$ cat src/jlink_defines.svh
// Constants for the transmit link configuration and alarm block
`ifndef JLINK_DEFINES_SVH
`define JLINK_DEFINES_SVH
`define LANES_MAX 8
`define REG_CTRL 4'h0
`define REG_MODE 4'h1
`define REG_ALARM 4'h2
`define REG_MASK 4'h3
`define REG_PARAM0 4'h4
`define REG_PARAM1 4'h5
`define REG_PARAM2 4'h6
`define CTRL_EN_BIT 0
`define CTRL_PDA_BIT 1
`define CTRL_PDB_BIT 2
`define CTRL_SCR_BIT 3
`define CTRL_SEL_BIT 4
`define ALM_CLK_BIT 8
`define MASK_RESET 9'h1ff
`define JESDV_VAL 3'h1
`define SUBCLASS_VAL 3'h1
`define E_VAL 8'h01
`define UNMAPPED_READ 32'hdeadbeef
`endif

$ cat src/jlink_pkg.sv
// Types used by the converter end of the link configuration block
package jlink_pkg;
   typedef enum logic [1:0] {enc_8b10b, enc_64b66b} enc_e;
   typedef struct packed {
      logic [7:0] f;
      logic [4:0] l;
      logic [4:0] m;
      logic [4:0] n;
      logic [4:0] np;
      logic [4:0] s;
      logic [7:0] r_x8;
      logic hd;
      logic enc;
      logic valid;
   } mode_s;
endpackage : jlink_pkg

$ cat src/jlink_if.sv
// Connection between the converter end and the receiver end
`timescale 1ns/1ps
`default_nettype none
interface jlink_if;
   logic link_enable;
   logic power_down_channel_a;
   logic power_down_channel_b;
   logic [4:0] link_mode_select;
   logic [7:0] frames_per_multiframe_field;
   logic [7:0] device_id;
   logic scrambler_enable;
   logic status_sel_alarm;
   logic clear_clock_alarm;
   logic [7:0] clear_lane_alarm;
   logic clock_upset_alarm;
   logic [7:0] lane_fifo_alarm;
   logic calibration_status_pin;
   logic serializer_power_down;
   logic [7:0] ilas_checksum;
   logic [7:0] ilas_f;
   logic [4:0] ilas_l;
   logic [4:0] ilas_m;
   logic [7:0] ilas_r_x8;
   logic ilas_active;
   modport device (input link_enable, power_down_channel_a, power_down_channel_b, link_mode_select,
      frames_per_multiframe_field, device_id, scrambler_enable, status_sel_alarm, clear_clock_alarm,
      clear_lane_alarm, output clock_upset_alarm, lane_fifo_alarm, calibration_status_pin,
      serializer_power_down, ilas_checksum, ilas_f, ilas_l, ilas_m, ilas_r_x8, ilas_active);
   modport host (output link_enable, power_down_channel_a, power_down_channel_b, link_mode_select,
      frames_per_multiframe_field, device_id, scrambler_enable, status_sel_alarm, clear_clock_alarm,
      clear_lane_alarm, input clock_upset_alarm, lane_fifo_alarm, calibration_status_pin,
      serializer_power_down, ilas_checksum, ilas_f, ilas_l, ilas_m, ilas_r_x8, ilas_active);
endinterface : jlink_if
`default_nettype wire

$ cat src/jlink_device.sv
// Converter end: mode decode, alignment parameters, clock and FIFO alarms
// Summary of operation
// (RQ1) Flag clock alarm on any A/B mismatch; code ignores a mismatch while either channel is powered down
// (RQ2) Clock alarm holds until written one
// (RQ3) Host recovers clock alarm in order
// (RQ4) Host clears spurious alarm after power-up
// (RQ5) Clock alarm on status bit and pin
// (RQ6) Set lane alarm on FIFO pointer upset; code sets it only while the link is enabled
// (RQ7) Enable low then high resets FIFOs
// (RQ8) Mode selector derives transport parameters
// (RQ9) Mode fixes bits per lane per sample
// (RQ10) K used in 8B/10B, ignored otherwise
// (RQ11) E is one in 64B/66B only
// (RQ12) Alignment parameters sent only in 8B/10B
// (RQ13) Fixed alignment fields always send zero
// (RQ14) Control bits per sample sent zero
// (RQ15) Revision and subclass fields send one
// (RQ16) Device id, scrambler user set; lane id derived
// (RQ17) Mode derives F, L, M, N, N', S
// (RQ18) Converter count may differ from channels
// (RQ19) Checksum is field sum modulo 256
// (RQ20) Host changes parameters only while disabled
// (RQ21) Disabled link held reset, serializers off
// (RQ22) Sticky alarm bits, masked summary indication
`timescale 1ns/1ps
`default_nettype none
`include "jlink_defines.svh"
module jlink_device #(
   parameter int LANES = `LANES_MAX
) (
   input wire logic sys_clk,
   input wire logic resetn,
   jlink_if.device link,
   input wire logic [1:0] chan_a_clk_phase,
   input wire logic [1:0] chan_b_clk_phase,
   input wire logic [LANES-1:0] fifo_pointer_upset,
   output logic [LANES-1:0] fifo_reset_n,
   output logic [LANES*5-1:0] lane_id
);
   jlink_pkg::mode_s mode_dec;
   jlink_pkg::mode_s mode_q;
   logic en_q;
   logic clk_mismatch;
   logic [LANES-1:0] upset_q1;
   logic [LANES-1:0] upset_q2;
   logic [7:0] sum;
   logic [7:0] k_q;
   logic [7:0] did_q;
   logic scr_q;

   // Unlisted modes decode invalid, so nothing is sent for them
   function automatic jlink_pkg::mode_s decode(input logic [4:0] sel);
      jlink_pkg::mode_s d;
      d = '0;
      d.valid = 1'b1;
      case (sel)  // RQ8 RQ17 RQ9
         5'h00: d = '{8'h08, 5'h08, 5'h08, 5'h0c, 5'h0c, 5'h05, 8'h40, 1'b0, 1'b0, 1'b1};
         5'h01: d = '{8'h02, 5'h06, 5'h04, 5'h0c, 5'h0c, 5'h02, 8'h50, 1'b1, 1'b0, 1'b1};
         5'h02: d = '{8'h01, 5'h04, 5'h04, 5'h08, 5'h08, 5'h01, 8'h50, 1'b0, 1'b0, 1'b1};
         5'h03: d = '{8'h05, 5'h04, 5'h04, 5'h0a, 5'h0a, 5'h04, 8'h64, 1'b0, 1'b0, 1'b1};
         5'h04: d = '{8'h02, 5'h03, 5'h04, 5'h0c, 5'h0c, 5'h01, 8'h84, 1'b1, 1'b1, 1'b1};
         5'h05: d = '{8'h02, 5'h02, 5'h04, 5'h08, 5'h08, 5'h01, 8'h84, 1'b0, 1'b1, 1'b1};
         5'h06: d = '{8'h02, 5'h06, 5'h04, 5'h0c, 5'h0c, 5'h02, 8'h42, 1'b1, 1'b1, 1'b1};
         5'h07: d = '{8'h01, 5'h04, 5'h04, 5'h08, 5'h08, 5'h01, 8'h42, 1'b0, 1'b1, 1'b1};
         5'h08: d = '{8'h03, 5'h04, 5'h04, 5'h0c, 5'h0c, 5'h02, 8'h63, 1'b0, 1'b1, 1'b1};
         5'h09: d = '{8'h01, 5'h08, 5'h04, 5'h08, 5'h08, 5'h02, 8'h28, 1'b0, 1'b0, 1'b1};
         5'h0a: d = '{8'h05, 5'h08, 5'h08, 5'h0a, 5'h0a, 5'h04, 8'h32, 1'b0, 1'b0, 1'b1};
         5'h0e: d = '{8'h03, 5'h08, 5'h08, 5'h0c, 5'h0c, 5'h02, 8'h31, 1'b0, 1'b1, 1'b1};
         default: d = '0;
      endcase
      return d;
   endfunction : decode

   // M may exceed physical channels; receiver reinterleaves streams RQ18
   always_comb begin
      mode_dec = decode(link.link_mode_select);
   end

   // Parameters latched only on enable rise, so mid-run writes cannot glitch the link
   always_ff @(posedge sys_clk or negedge resetn) begin
      if (!resetn) begin
         en_q <= 1'b0;
         mode_q <= '0;
         k_q <= 8'h00;
         did_q <= 8'h00;
         scr_q <= 1'b0;
      end else begin
         en_q <= link.link_enable;
         if (link.link_enable && !en_q) begin
            mode_q <= mode_dec; // RQ20
            k_q <= link.frames_per_multiframe_field; // RQ10
            did_q <= link.device_id; // RQ16
            scr_q <= link.scrambler_enable; // RQ16
         end
      end
   end

   // Checksum over all sent fields; fixed-zero fields add nothing RQ13 RQ14
   always_comb begin
      sum = 8'(mode_q.f - 8'h01) + 8'(mode_q.l - 5'h01) + 8'(mode_q.m - 5'h01) + 8'(mode_q.n - 5'h01)
         + 8'(mode_q.np - 5'h01) + 8'(mode_q.s - 5'h01) + k_q
         + did_q + 8'(scr_q) + 8'(`JESDV_VAL) + 8'(`SUBCLASS_VAL) // RQ15
         + 8'(mode_q.hd & 1'b0); // RQ19
   end

   always_ff @(posedge sys_clk or negedge resetn) begin
      if (!resetn) begin
         link.ilas_active <= 1'b0;
         link.ilas_checksum <= 8'h00;
         link.ilas_f <= 8'h00;
         link.ilas_l <= 5'h00;
         link.ilas_m <= 5'h00;
         link.ilas_r_x8 <= 8'h00;
      end else begin
         // Drops with enable at once, not a cycle late
         link.ilas_active <= link.link_enable && en_q && mode_q.valid && !mode_q.enc; // RQ12 RQ10 RQ11
         link.ilas_checksum <= sum;
         link.ilas_f <= mode_q.f;
         link.ilas_l <= mode_q.l;
         link.ilas_m <= mode_q.m;
         link.ilas_r_x8 <= mode_q.r_x8; // RQ9
      end
   end

   // Serializers follow enable; no wait for a frame boundary
   always_ff @(posedge sys_clk or negedge resetn) begin
      if (!resetn) begin
         link.serializer_power_down <= 1'b1;
      end else begin
         link.serializer_power_down <= !link.link_enable; // RQ21
      end
   end

   // Lane ids fixed per lane index RQ16
   genvar g;
   generate
      for (g = 0; g < LANES; g++) begin : g_lane
         always_ff @(posedge sys_clk or negedge resetn) begin
            if (!resetn) begin
               lane_id[g*5 +: 5] <= 5'h00;
            end else begin
               lane_id[g*5 +: 5] <= 5'(g);
            end
         end
         // FIFOs sit in reset for as long as the link is off
         always_ff @(posedge sys_clk or negedge resetn) begin
            if (!resetn) begin
               fifo_reset_n[g] <= 1'b0;
            end else begin
               fifo_reset_n[g] <= link.link_enable; // RQ7 RQ21
            end
         end
      end
   endgenerate

   // Upset inputs come from the serializer domain
   always_ff @(posedge sys_clk or negedge resetn) begin
      if (!resetn) begin
         upset_q1 <= '0;
         upset_q2 <= '0;
      end else begin
         upset_q1 <= fifo_pointer_upset;
         upset_q2 <= upset_q1;
      end
   end

   // One powered-down channel would otherwise look like a permanent upset
   always_comb begin
      clk_mismatch = (chan_a_clk_phase != chan_b_clk_phase) && !link.power_down_channel_a
         && !link.power_down_channel_b; // RQ1
   end

   // Set beats clear on the same edge RQ2 RQ22
   always_ff @(posedge sys_clk or negedge resetn) begin
      if (!resetn) begin
         link.clock_upset_alarm <= 1'b0;
      end else if (clk_mismatch) begin
         link.clock_upset_alarm <= 1'b1; // RQ1
      end else if (link.clear_clock_alarm) begin
         link.clock_upset_alarm <= 1'b0; // RQ2 RQ4
      end
   end

   always_ff @(posedge sys_clk or negedge resetn) begin
      if (!resetn) begin
         link.lane_fifo_alarm <= 8'h00;
      end else begin
         // Only while enabled; a disabled FIFO sits in reset anyway
         for (int i = 0; i < 8; i++) begin
            if (i < LANES && upset_q2[i] && link.link_enable) begin
               link.lane_fifo_alarm[i] <= 1'b1; // RQ6
            end else if (link.clear_lane_alarm[i]) begin
               link.lane_fifo_alarm[i] <= 1'b0; // RQ22
            end
         end
      end
   end

   always_ff @(posedge sys_clk or negedge resetn) begin
      if (!resetn) begin
         link.calibration_status_pin <= 1'b0;
      end else begin
         // Registered copy, one cycle behind the status bit
         link.calibration_status_pin <= link.status_sel_alarm && link.clock_upset_alarm; // RQ5
      end
   end
endmodule : jlink_device
`default_nettype wire

$ cat src/flat_wrapper.sv
// flat-port wrapper written by rule: the top's interface ports become plain ports
module jlink_device_flat 
#(
   parameter int LANES = `LANES_MAX
)
  (sys_clk, resetn, chan_a_clk_phase, chan_b_clk_phase, fifo_pointer_upset, fifo_reset_n, lane_id, link_link_enable, link_power_down_channel_a, link_power_down_channel_b, link_link_mode_select, link_frames_per_multiframe_field, link_device_id, link_scrambler_enable, link_status_sel_alarm, link_clear_clock_alarm, link_clear_lane_alarm, link_clock_upset_alarm, link_lane_fifo_alarm, link_calibration_status_pin, link_serializer_power_down, link_ilas_checksum, link_ilas_f, link_ilas_l, link_ilas_m, link_ilas_r_x8, link_ilas_active);
  jlink_if link_i ();
  input wire logic sys_clk;
  input wire logic resetn;
  input wire logic [1:0] chan_a_clk_phase;
  input wire logic [1:0] chan_b_clk_phase;
  input wire logic [LANES-1:0] fifo_pointer_upset;
  output logic [LANES-1:0] fifo_reset_n;
  output logic [LANES*5-1:0] lane_id;
  input wire logic [$bits(link_i.link_enable)-1:0] link_link_enable;
  input wire logic [$bits(link_i.power_down_channel_a)-1:0] link_power_down_channel_a;
  input wire logic [$bits(link_i.power_down_channel_b)-1:0] link_power_down_channel_b;
  input wire logic [$bits(link_i.link_mode_select)-1:0] link_link_mode_select;
  input wire logic [$bits(link_i.frames_per_multiframe_field)-1:0] link_frames_per_multiframe_field;
  input wire logic [$bits(link_i.device_id)-1:0] link_device_id;
  input wire logic [$bits(link_i.scrambler_enable)-1:0] link_scrambler_enable;
  input wire logic [$bits(link_i.status_sel_alarm)-1:0] link_status_sel_alarm;
  input wire logic [$bits(link_i.clear_clock_alarm)-1:0] link_clear_clock_alarm;
  input wire logic [$bits(link_i.clear_lane_alarm)-1:0] link_clear_lane_alarm;
  output wire logic [$bits(link_i.clock_upset_alarm)-1:0] link_clock_upset_alarm;
  output wire logic [$bits(link_i.lane_fifo_alarm)-1:0] link_lane_fifo_alarm;
  output wire logic [$bits(link_i.calibration_status_pin)-1:0] link_calibration_status_pin;
  output wire logic [$bits(link_i.serializer_power_down)-1:0] link_serializer_power_down;
  output wire logic [$bits(link_i.ilas_checksum)-1:0] link_ilas_checksum;
  output wire logic [$bits(link_i.ilas_f)-1:0] link_ilas_f;
  output wire logic [$bits(link_i.ilas_l)-1:0] link_ilas_l;
  output wire logic [$bits(link_i.ilas_m)-1:0] link_ilas_m;
  output wire logic [$bits(link_i.ilas_r_x8)-1:0] link_ilas_r_x8;
  output wire logic [$bits(link_i.ilas_active)-1:0] link_ilas_active;
  assign link_i.link_enable = link_link_enable;
  assign link_i.power_down_channel_a = link_power_down_channel_a;
  assign link_i.power_down_channel_b = link_power_down_channel_b;
  assign link_i.link_mode_select = link_link_mode_select;
  assign link_i.frames_per_multiframe_field = link_frames_per_multiframe_field;
  assign link_i.device_id = link_device_id;
  assign link_i.scrambler_enable = link_scrambler_enable;
  assign link_i.status_sel_alarm = link_status_sel_alarm;
  assign link_i.clear_clock_alarm = link_clear_clock_alarm;
  assign link_i.clear_lane_alarm = link_clear_lane_alarm;
  assign link_clock_upset_alarm = link_i.clock_upset_alarm;
  assign link_lane_fifo_alarm = link_i.lane_fifo_alarm;
  assign link_calibration_status_pin = link_i.calibration_status_pin;
  assign link_serializer_power_down = link_i.serializer_power_down;
  assign link_ilas_checksum = link_i.ilas_checksum;
  assign link_ilas_f = link_i.ilas_f;
  assign link_ilas_l = link_i.ilas_l;
  assign link_ilas_m = link_i.ilas_m;
  assign link_ilas_r_x8 = link_i.ilas_r_x8;
  assign link_ilas_active = link_i.ilas_active;
  jlink_device #(.LANES(LANES)) u_core (.sys_clk(sys_clk), .resetn(resetn), .link(link_i), .chan_a_clk_phase(chan_a_clk_phase), .chan_b_clk_phase(chan_b_clk_phase), .fifo_pointer_upset(fifo_pointer_upset), .fifo_reset_n(fifo_reset_n), .lane_id(lane_id));
endmodule
$ cat config.mk
export PLATFORM = sky130hd
export DESIGN_NAME = jlink_device_flat
export DESIGN_NICKNAME = d
export VERILOG_FILES = /design/src/jlink_pkg.sv /design/src/jlink_if.sv /design/src/jlink_device.sv /design/src/flat_wrapper.sv
export VERILOG_INCLUDE_DIRS = /design/src /design/src/src
export SDC_FILE = /design/constraint.sdc
export NUM_CORES = 1
export LEC_CHECK = 0
export ABC_AREA = 1
export BUFFER_PORTS_ARGS = -buffer_cell sky130_fd_sc_hd__buf_4
export CAP_MARGIN = 20
export CORE_ASPECT_RATIO = 1.75
export CORE_MARGIN = 1
export CORE_UTILIZATION = 57
export DETAILED_ROUTE_END_ITERATION = 12
export PLACE_DENSITY = 0.92
export SLEW_MARGIN = 20
export SYNTH_ARGS = -nofsm -noshare
export SYNTH_HDL_FRONTEND = slang
export SYNTH_SLANG_ARGS = --single-unit
export TNS_END_PERCENT = 10
$ cat constraint.sdc
create_clock -name sys_clk -period 11 [get_ports sys_clk]
set_input_delay 2.2 -clock sys_clk [delete_from_list [all_inputs] [get_ports sys_clk]]
set_output_delay 2.2 -clock sys_clk [all_outputs]
set_load 0.01 [all_outputs]
==> results of run 1 <==
## cells in the final DEF, fill, tap and decap left out, types with 2 or more instances in the layout
cell	count
a21oi_1	9
a31oi_1	2
buf_4	107
bufinv_16	2
clkbuf_16	9
clkbuf_8	2
conb_1	37
dfrtp_1	96
fa_1	24
ha_1	28
inv_1	96
nand2_1	98
nand2_4	2
nand3_1	18
nor2_1	14
o21ai_0	34
o22ai_1	7
xnor2_1	2
xor2_1	7
## cell families after synthesis
kind of cell / count (synthesis)
XOR/XNOR: 9
adder cells (fa/ha/maj): 52
AND/OR/NAND/NOR: 136
AO/OA/AOI/OAI: 59
flip-flops: 97
buffers and inverters: 163
other: 2
## layout make-up
class	instances	area [um^2]	area share (%)
timing repair buffer	107	803.3	13.34
clock buffer	11	252.7	4.196
multi-input combinational	293	1943	32.26
clock inverter	5	85.08	1.413
inverter	97	364.1	6.045
sequential	97	2429	40.32
tap	117	146.4	2.430
## through the flow
stage               setup slack (ns)  utilization, %  total power, mW  std cells
floorplan                      7.095               -            1.148        553
CTS                            6.700           69.47            1.768        727
global placement               6.940           65.57            1.329        711
detailed placement             6.797           65.57            1.393        711
finish                         6.705           69.47            1.760        727
global route                   6.516           69.47            1.919        727
## flip-flops by register name, summed over array words and instances, names as in the netlist, 2 cells and up
signal / cells
u_core.upset_q1: 8
u_core.link.ilas_l: 4
u_core.link.ilas_f: 4
u_core.upset_q2: 8
u_core.did_q: 8
u_core.link.ilas_checksum: 8
u_core.mode_q: 24
u_core.k_q: 8
u_core.link.ilas_m: 2
u_core.link.ilas_r_x8: 8
u_core.link.lane_fifo_alarm: 8
## worst min-delay path by stage
| stage | end | slack (ns) |
|---|---|---|
| after floorplan | u_core.upset_q2[0]$_DFF_PN0_ | 0.33 |
| after global placement | u_core.upset_q2[2]$_DFF_PN0_ | 0.33 |
| after detailed placement | u_core.upset_q2[5]$_DFF_PN0_ | 0.33 |
| after CTS | u_core.upset_q2[5]$_DFF_PN0_ | 0.35 |
| after global routing | u_core.upset_q2[2]$_DFF_PN0_ | 0.35 |
| final | u_core.upset_q2[5]$_DFF_PN0_ | 0.35 |
## report_power, final
group	internal (mW)	switching [mW]
combinational	0.397	0.582
sequential	0.417	0.0201
clock	0.213	0.131
## per-layer routing
layer,vias to the layer above,routed length (um),global-route usage [%]
li1,1666,-,-
met1,1735,3682,25.52
met4,0,552,16.29
met2,149,5822,43.85
met3,37,456,3.654
met5,-,0,0
==> reports/metrics.yaml, run 1 <==
synth_edf_count: 0
first_pass_iters: 6
dieArea_um2: 9317
end_kind: "flop"
slowest_stage: "fa_1"
max-slew-margin-rel_pct: 40.81
ctsHoldBuffers: 0
r2r_end: "u_core.link.ilas_checksum[6]$_DFF_PN0_"
h-tree-depth: 3
critPathMostFrequentCell: "nand2_1"
p_per_area_nw_per_um2: 292.1
status: "complete, no violations"
min_period_ns: 4.295
synthTopCellsByArea: "dfrtp_1, fa_1, buf_4"
crit_family: "adder cells"
initial_utilization_pct: 58.64
synth.area.mux_share_pct: 0
rows: 45
rsz0062_at_grt: "no"
startpoint: "u_core.mode_q[33]$_DFFE_PN0P_"
place_area_um2: 5685
yosysUniqueCellTypes: 31
final_nets: 706
grt_pass1_wl_um: 16770
cp_slowest_stage_delay_ns: 0.56
nFillCells: 660
grt_pass1_vias: 3613
drt_iter0_drc: 251
critical_path.endpoint: "u_core.link.ilas_checksum[6]$_DFF_PN0_"
crit_path_start_kind: "flop"
place_congestion: 0.8256
synth_fa_ha_area_share_pct: 16.34
worst_skew_pair.late_latency_ns: 0.34
synth_top_area_share_pct: 47.24
drt-vias-per-instance: 4.934
clk_pin_slew_ns: 0.07
die_y_um: 126.9
vias: 3587
overflow: 0
route.detailed.drc: 0
antennaDiodeCount: 0
min-delay-start: "u_core.upset_q1[5]$_DFF_PN0_"
fin_tns_setup_ns: 0
crit_type: "flop to flop"
yosysSeqAreaShare_pct: 47.76
area_delta_synth_final_pct: 18.45
post_cts_buffers: 0
synth_warnings: 0
core_um2: 8671
finalCritPeriodShare_pct: 39.05
antenna_found_initial: 0
cts_tree: "done"
cts_root_buf: "clkbuf_16"
timing.fmax_mhz: 232.8
whs_path_depth: 0
clk_path_buf_depth: 2
hpwl_um: 7800
syn_area_per_cell_um2: 9.816
finalSetupViolations: 0
critPathArrivalTime_ns: 4.53
synth-compound-area-share_pct: 6.471
yosysMostFrequentCell: "nand2_1"
cp_max_fo: 4
p_leak_nw: 3.331
required_ns: 11.23
numCtsBuffers: 9
ys.flop_type: "dfrtp_1"
synthSimpleGateAreaFrac_pct: 11.12
grt_usage_pct: 24.45
skew_ns: 0.005939
clock-sinks: 97
synth_top_family_by_area: "buffers and inverters"
io_pins: 143
async_flop_share_pct: 100.0
rrSetupSlack_ns: 6.70
drt_wl_total_um: 10510
max_cap_violations: 0
path_cells: "nor2_1 > nand3_1 > inv_1 > nor2_1 > fa_1 > inv_1 > fa_1 > fa_1 > inv_1 > fa_1 > inv_1 > ha_1 > a21oi_1 > nand2_1 > a21o_1 > nand2_1 > nand2_1 > nand2_1 > nand2_1"
whs_ns: 0.3489
tightest_slew_ns: 0.8878
ir_drop_mv: 0.3688
ant_nets: 0
grt_start_max_net_pins: 74
hold_viol: 0
hp-class: "flop to flop"
ys_ff_latch: 97
path_depth: 19
fin_area_um2: 6023
avgRoutedWirePerCell_um: 14.46
path_buf_inv: 4
rr_startpoint: "u_core.mode_q[33]$_DFFE_PN0P_"
reg2regPathDepth: 19
synth_largest_area_cell: "dfrtp_1"
portBuffers: 106
syn-instance-count: 518
synth_area_um2: 5085
slew_viol_final: 0
cts_resized: 0
die_w_um: 73.40
yosys.area_share.xor_xnor_pct: 1.550
netlist_top_cells_count: "nand2_1, inv_1, dfrtp_1, buf_4, o21ai_0"
drive_above_1_share_pct: 21.15
No activity file was read; power rests on OpenSTA's default activity.
==> run 2: changes to the inputs <==
--- a/config.mk
+++ b/config.mk
@@ -11,9 +11,9 @@
 export CAP_MARGIN = 20
 export CORE_ASPECT_RATIO = 1.75
 export CORE_MARGIN = 1
-export CORE_UTILIZATION = 57
+export CORE_UTILIZATION = 48
 export DETAILED_ROUTE_END_ITERATION = 12
-export PLACE_DENSITY = 0.92
+export PLACE_DENSITY = 0.83
 export SLEW_MARGIN = 20
 export SYNTH_ARGS = -nofsm -noshare
 export SYNTH_HDL_FRONTEND = slang
==> constraint.sdc (replaced) <==
create_clock -name sys_clk -period 3.55 [get_ports sys_clk]
set_input_delay 0.71 -clock sys_clk [delete_from_list [all_inputs] [get_ports sys_clk]]
set_output_delay 0.71 -clock sys_clk [all_outputs]
set_load 0.01 [all_outputs]
==> reports/metrics.yaml, run 2 (same netlist as run 1, synthesis figures left out) <==
crit_type: "flop to flop"  # unchanged
drive_above_1_share_pct: 29.64  # was 21.15%
route.detailed.drc: 0  # unchanged
cts_tree: "done"  # unchanged
largest-register: "u_core.mode_q"  # unchanged
drt_iter0_drc: 133  # was 251
antenna_found_initial: 0  # unchanged
ant_nets: 0  # unchanged
first_pass_iters: 6  # unchanged
post-route-util_pct: 62.03  # was 69.47%
grt_usage_pct: 20.97  # was 24.45%
vias: 3615  # was 3,587
switching_share_pct: 40.83  # was 41.67%
timing.fmax_mhz: 266.5  # was 232.8 MHz
place_congestion: 0.8388  # was 0.8256
max-slew-margin-rel_pct: 43.89  # was 40.81%
ir_drop_mv: 1.667  # was 0.3688 mV
finalCritPeriodShare_pct: 105.7  # was 39.05%
largest_reg_flops: 24  # unchanged
comb_power_share_pct: 63.9  # was 55.6%
avgRoutedWirePerCell_um: 13.86  # was 14.46 um
drt-vias-per-instance: 4.707  # was 4.934
grt_pass1_wl_um: 17590  # was 16,770 um
min_period_ns: 3.753  # was 4.295 ns
rsz0062_at_grt: "yes"  # was no
max_cap_violations: 0  # unchanged
io_pins: 143  # unchanged
antennaDiodeCount: 0  # unchanged
tightest_slew_ns: 0.8416  # was 0.8878 ns
clock-sinks: 97  # unchanged
core_um2: 10300  # was 8671 um^2
final_common_cell: "buf_4"  # unchanged
die_y_um: 138.2  # was 126.9 um
switching_power_mw: 2.587  # was 0.7332 mW
status: "complete, but fails checks"  # was complete, no violations
rows: 49  # was 45
cts_root_buf: "clkbuf_16"  # unchanged
slew_viol_final: 0  # unchanged
dieArea_um2: 11030  # was 9317 um^2
p_int_mw: 3.749  # was 1.026 mW
power_frac_seq_pct: 21.3  # was 24.8%
fin_area_um2: 6389  # was 6023 um^2
skew_ns: 0.01119  # was 0.005939 ns
nFillCells: 854  # was 660
area_delta_synth_final_pct: 25.64  # was 18.45%
setup_slack_ns: -0.2030  # was 6.705 ns
p_leak_nw: 3.480  # was 3.331 nW
hp-class: "flop to flop"  # unchanged
end_kind: "flop"  # unchanged
finalSetupViolations: 6  # was 0
h-tree-depth: 3  # unchanged
crit_path_start_kind: "flop"  # unchanged
final_nets: 737  # was 706
overflow: 0  # unchanged
worst_skew_pair.late_latency_ns: 0.35  # was 0.34 ns
grt_pass1_vias: 3791  # was 3,613
hpwl_um: 8361  # was 7800 um
required_ns: 3.79  # was 11.23 ns
initial_utilization_pct: 49.37  # was 58.64%
cp_max_fo: 4  # unchanged
total_power_mw: 6.337  # was 1.760 mW
clockPowerShare_pct: 14.8  # was 19.6%
hold_viol: 0  # unchanged
numCtsBuffers: 9  # unchanged
place_area_um2: 5967  # was 5685 um^2
p_per_area_nw_per_um2: 991.9  # was 292.1 nW/um^2
violations: "setup timing"
clk_pin_slew_ns: 0.08  # was 0.07 ns
portBuffers: 106  # unchanged
clk_path_buf_depth: 2  # unchanged
fin_tns_setup_ns: -0.7942  # was 0 ns
die_w_um: 79.81  # was 73.40 um
whs_ns: 0.3495  # was 0.3489 ns
critPathArrivalTime_ns: 4.00  # was 4.53 ns
grt_start_max_net_pins: 70  # was 74
final_cell_mix: "buf_4, nand2_1, dfrtp_1, inv_1, conb_1"  # was buf_4, nand2_1, inv_1, dfrtp_1, conb_1
drt_wl_total_um: 10650  # was 10,510 um
run 2: cell types whose count changed in the layout (fill, tap and decap cells not counted), moves of 3 or more:
cell | previous run | this run
buf_4 | 107 | 137
ha_1 | 28 | 19
inv_1 | 96 | 88
inv_2 | 1 | 9
ha_4 | 0 | 7
a21oi_1 | 9 | 6
fa_1 | 24 | 21
fa_2 | 0 | 3
inv_6 | 1 | 4
run 2: critical path: stages, from the launching register on:
cell and delay (ns):
dfrtp_1 0.36, inv_2 0.07, ha_4 0.16, ha_4 0.26, inv_2 0.03, fa_2 0.35, fa_1 0.47, fa_1 0.51
inv_2 0.05, fa_1 0.52, inv_2 0.05, ha_4 0.25, a21oi_2 0.13, nand2_1 0.08, a21o_1 0.15, nand2_1 0.07
nand2_1 0.05, nand2_1 0.05, nand2_1 0.04
run 2: path summary, 6_finish.rpt:
kind,slack (ns),cells past startpoint,end,from
max reg2reg,-0.20,18,u_core.link.ilas_checksum[6]$_DFF_PN0_,u_core.mode_q[11]$_DFFE_PN0P_
max in group asynchronous,2.45,2,u_core.did_q[7]$_DFFE_PN0P_,resetn
min,0.35,0,u_core.upset_q2[1]$_DFF_PN0_,u_core.upset_q1[1]$_DFF_PN0_
min reg2reg,0.35,0,u_core.upset_q2[1]$_DFF_PN0_,u_core.upset_q1[1]$_DFF_PN0_
max,-0.20,18,u_core.link.ilas_checksum[6]$_DFF_PN0_,u_core.mode_q[11]$_DFFE_PN0P_
min in group asynchronous,0.46,1,u_core.link.calibration_status_pin$_DFF_PN0_,resetn
run 2: final cells by class:
class                   count  area [um^2]  area share (%)
inverters                  97        364.1           5.699
multi-input cells         293         2098           32.84
flip-flops and latches     97         2429           38.01
repair buffers            138         1049           16.41
clock buffers               9        225.2           3.525
clock inverters             7        65.06           1.018
well taps                 127        158.9           2.487
run 2: routing by layer:
| layer | track usage (%) | wire (um) | vias to the layer above |
|---|---|---|---|
| met5 | 0 | 0 | - |
| met4 | 8.459 | 294 | 0 |
| met3 | 2.508 | 465 | 21 |
| met2 | 40.44 | 6153 | 116 |
| met1 | 22.03 | 3733 | 1760 |
| li1 | - | - | 1718 |
run 2: repair_timing:
| action | CTS | global route |
|---|---|---|
| resized for setup | 20 | 7 |
| cloned | 0 | 0 |
| pin swaps | 16 | 2 |
| endpoints found under the setup margin | 6 | 6 |
| hold buffers | 0 | 0 |
| setup buffers | 2 | 0 |
run 2: metrics by stage:
stage,setup slack (ns),cells
3_3_place_gp,-0.2415,750
6_report,-0.2030,768
5_1_grt,-0.3894,768
4_1_cts,-0.1951,768
2_1_floorplan,-0.1411,553
3_5_place_dp,-0.3033,750
run 2: power by group through the flow:
stage	clock (mW)	sequential [mW]	combinational (mW)
global placement	0	1.37	3.37
detailed placement	0	1.37	3.52
CTS	0.962	1.35	3.74
global route	1.01	1.36	4.58
floorplan	0	1.40	2.28
finish	0.940	1.35	4.05
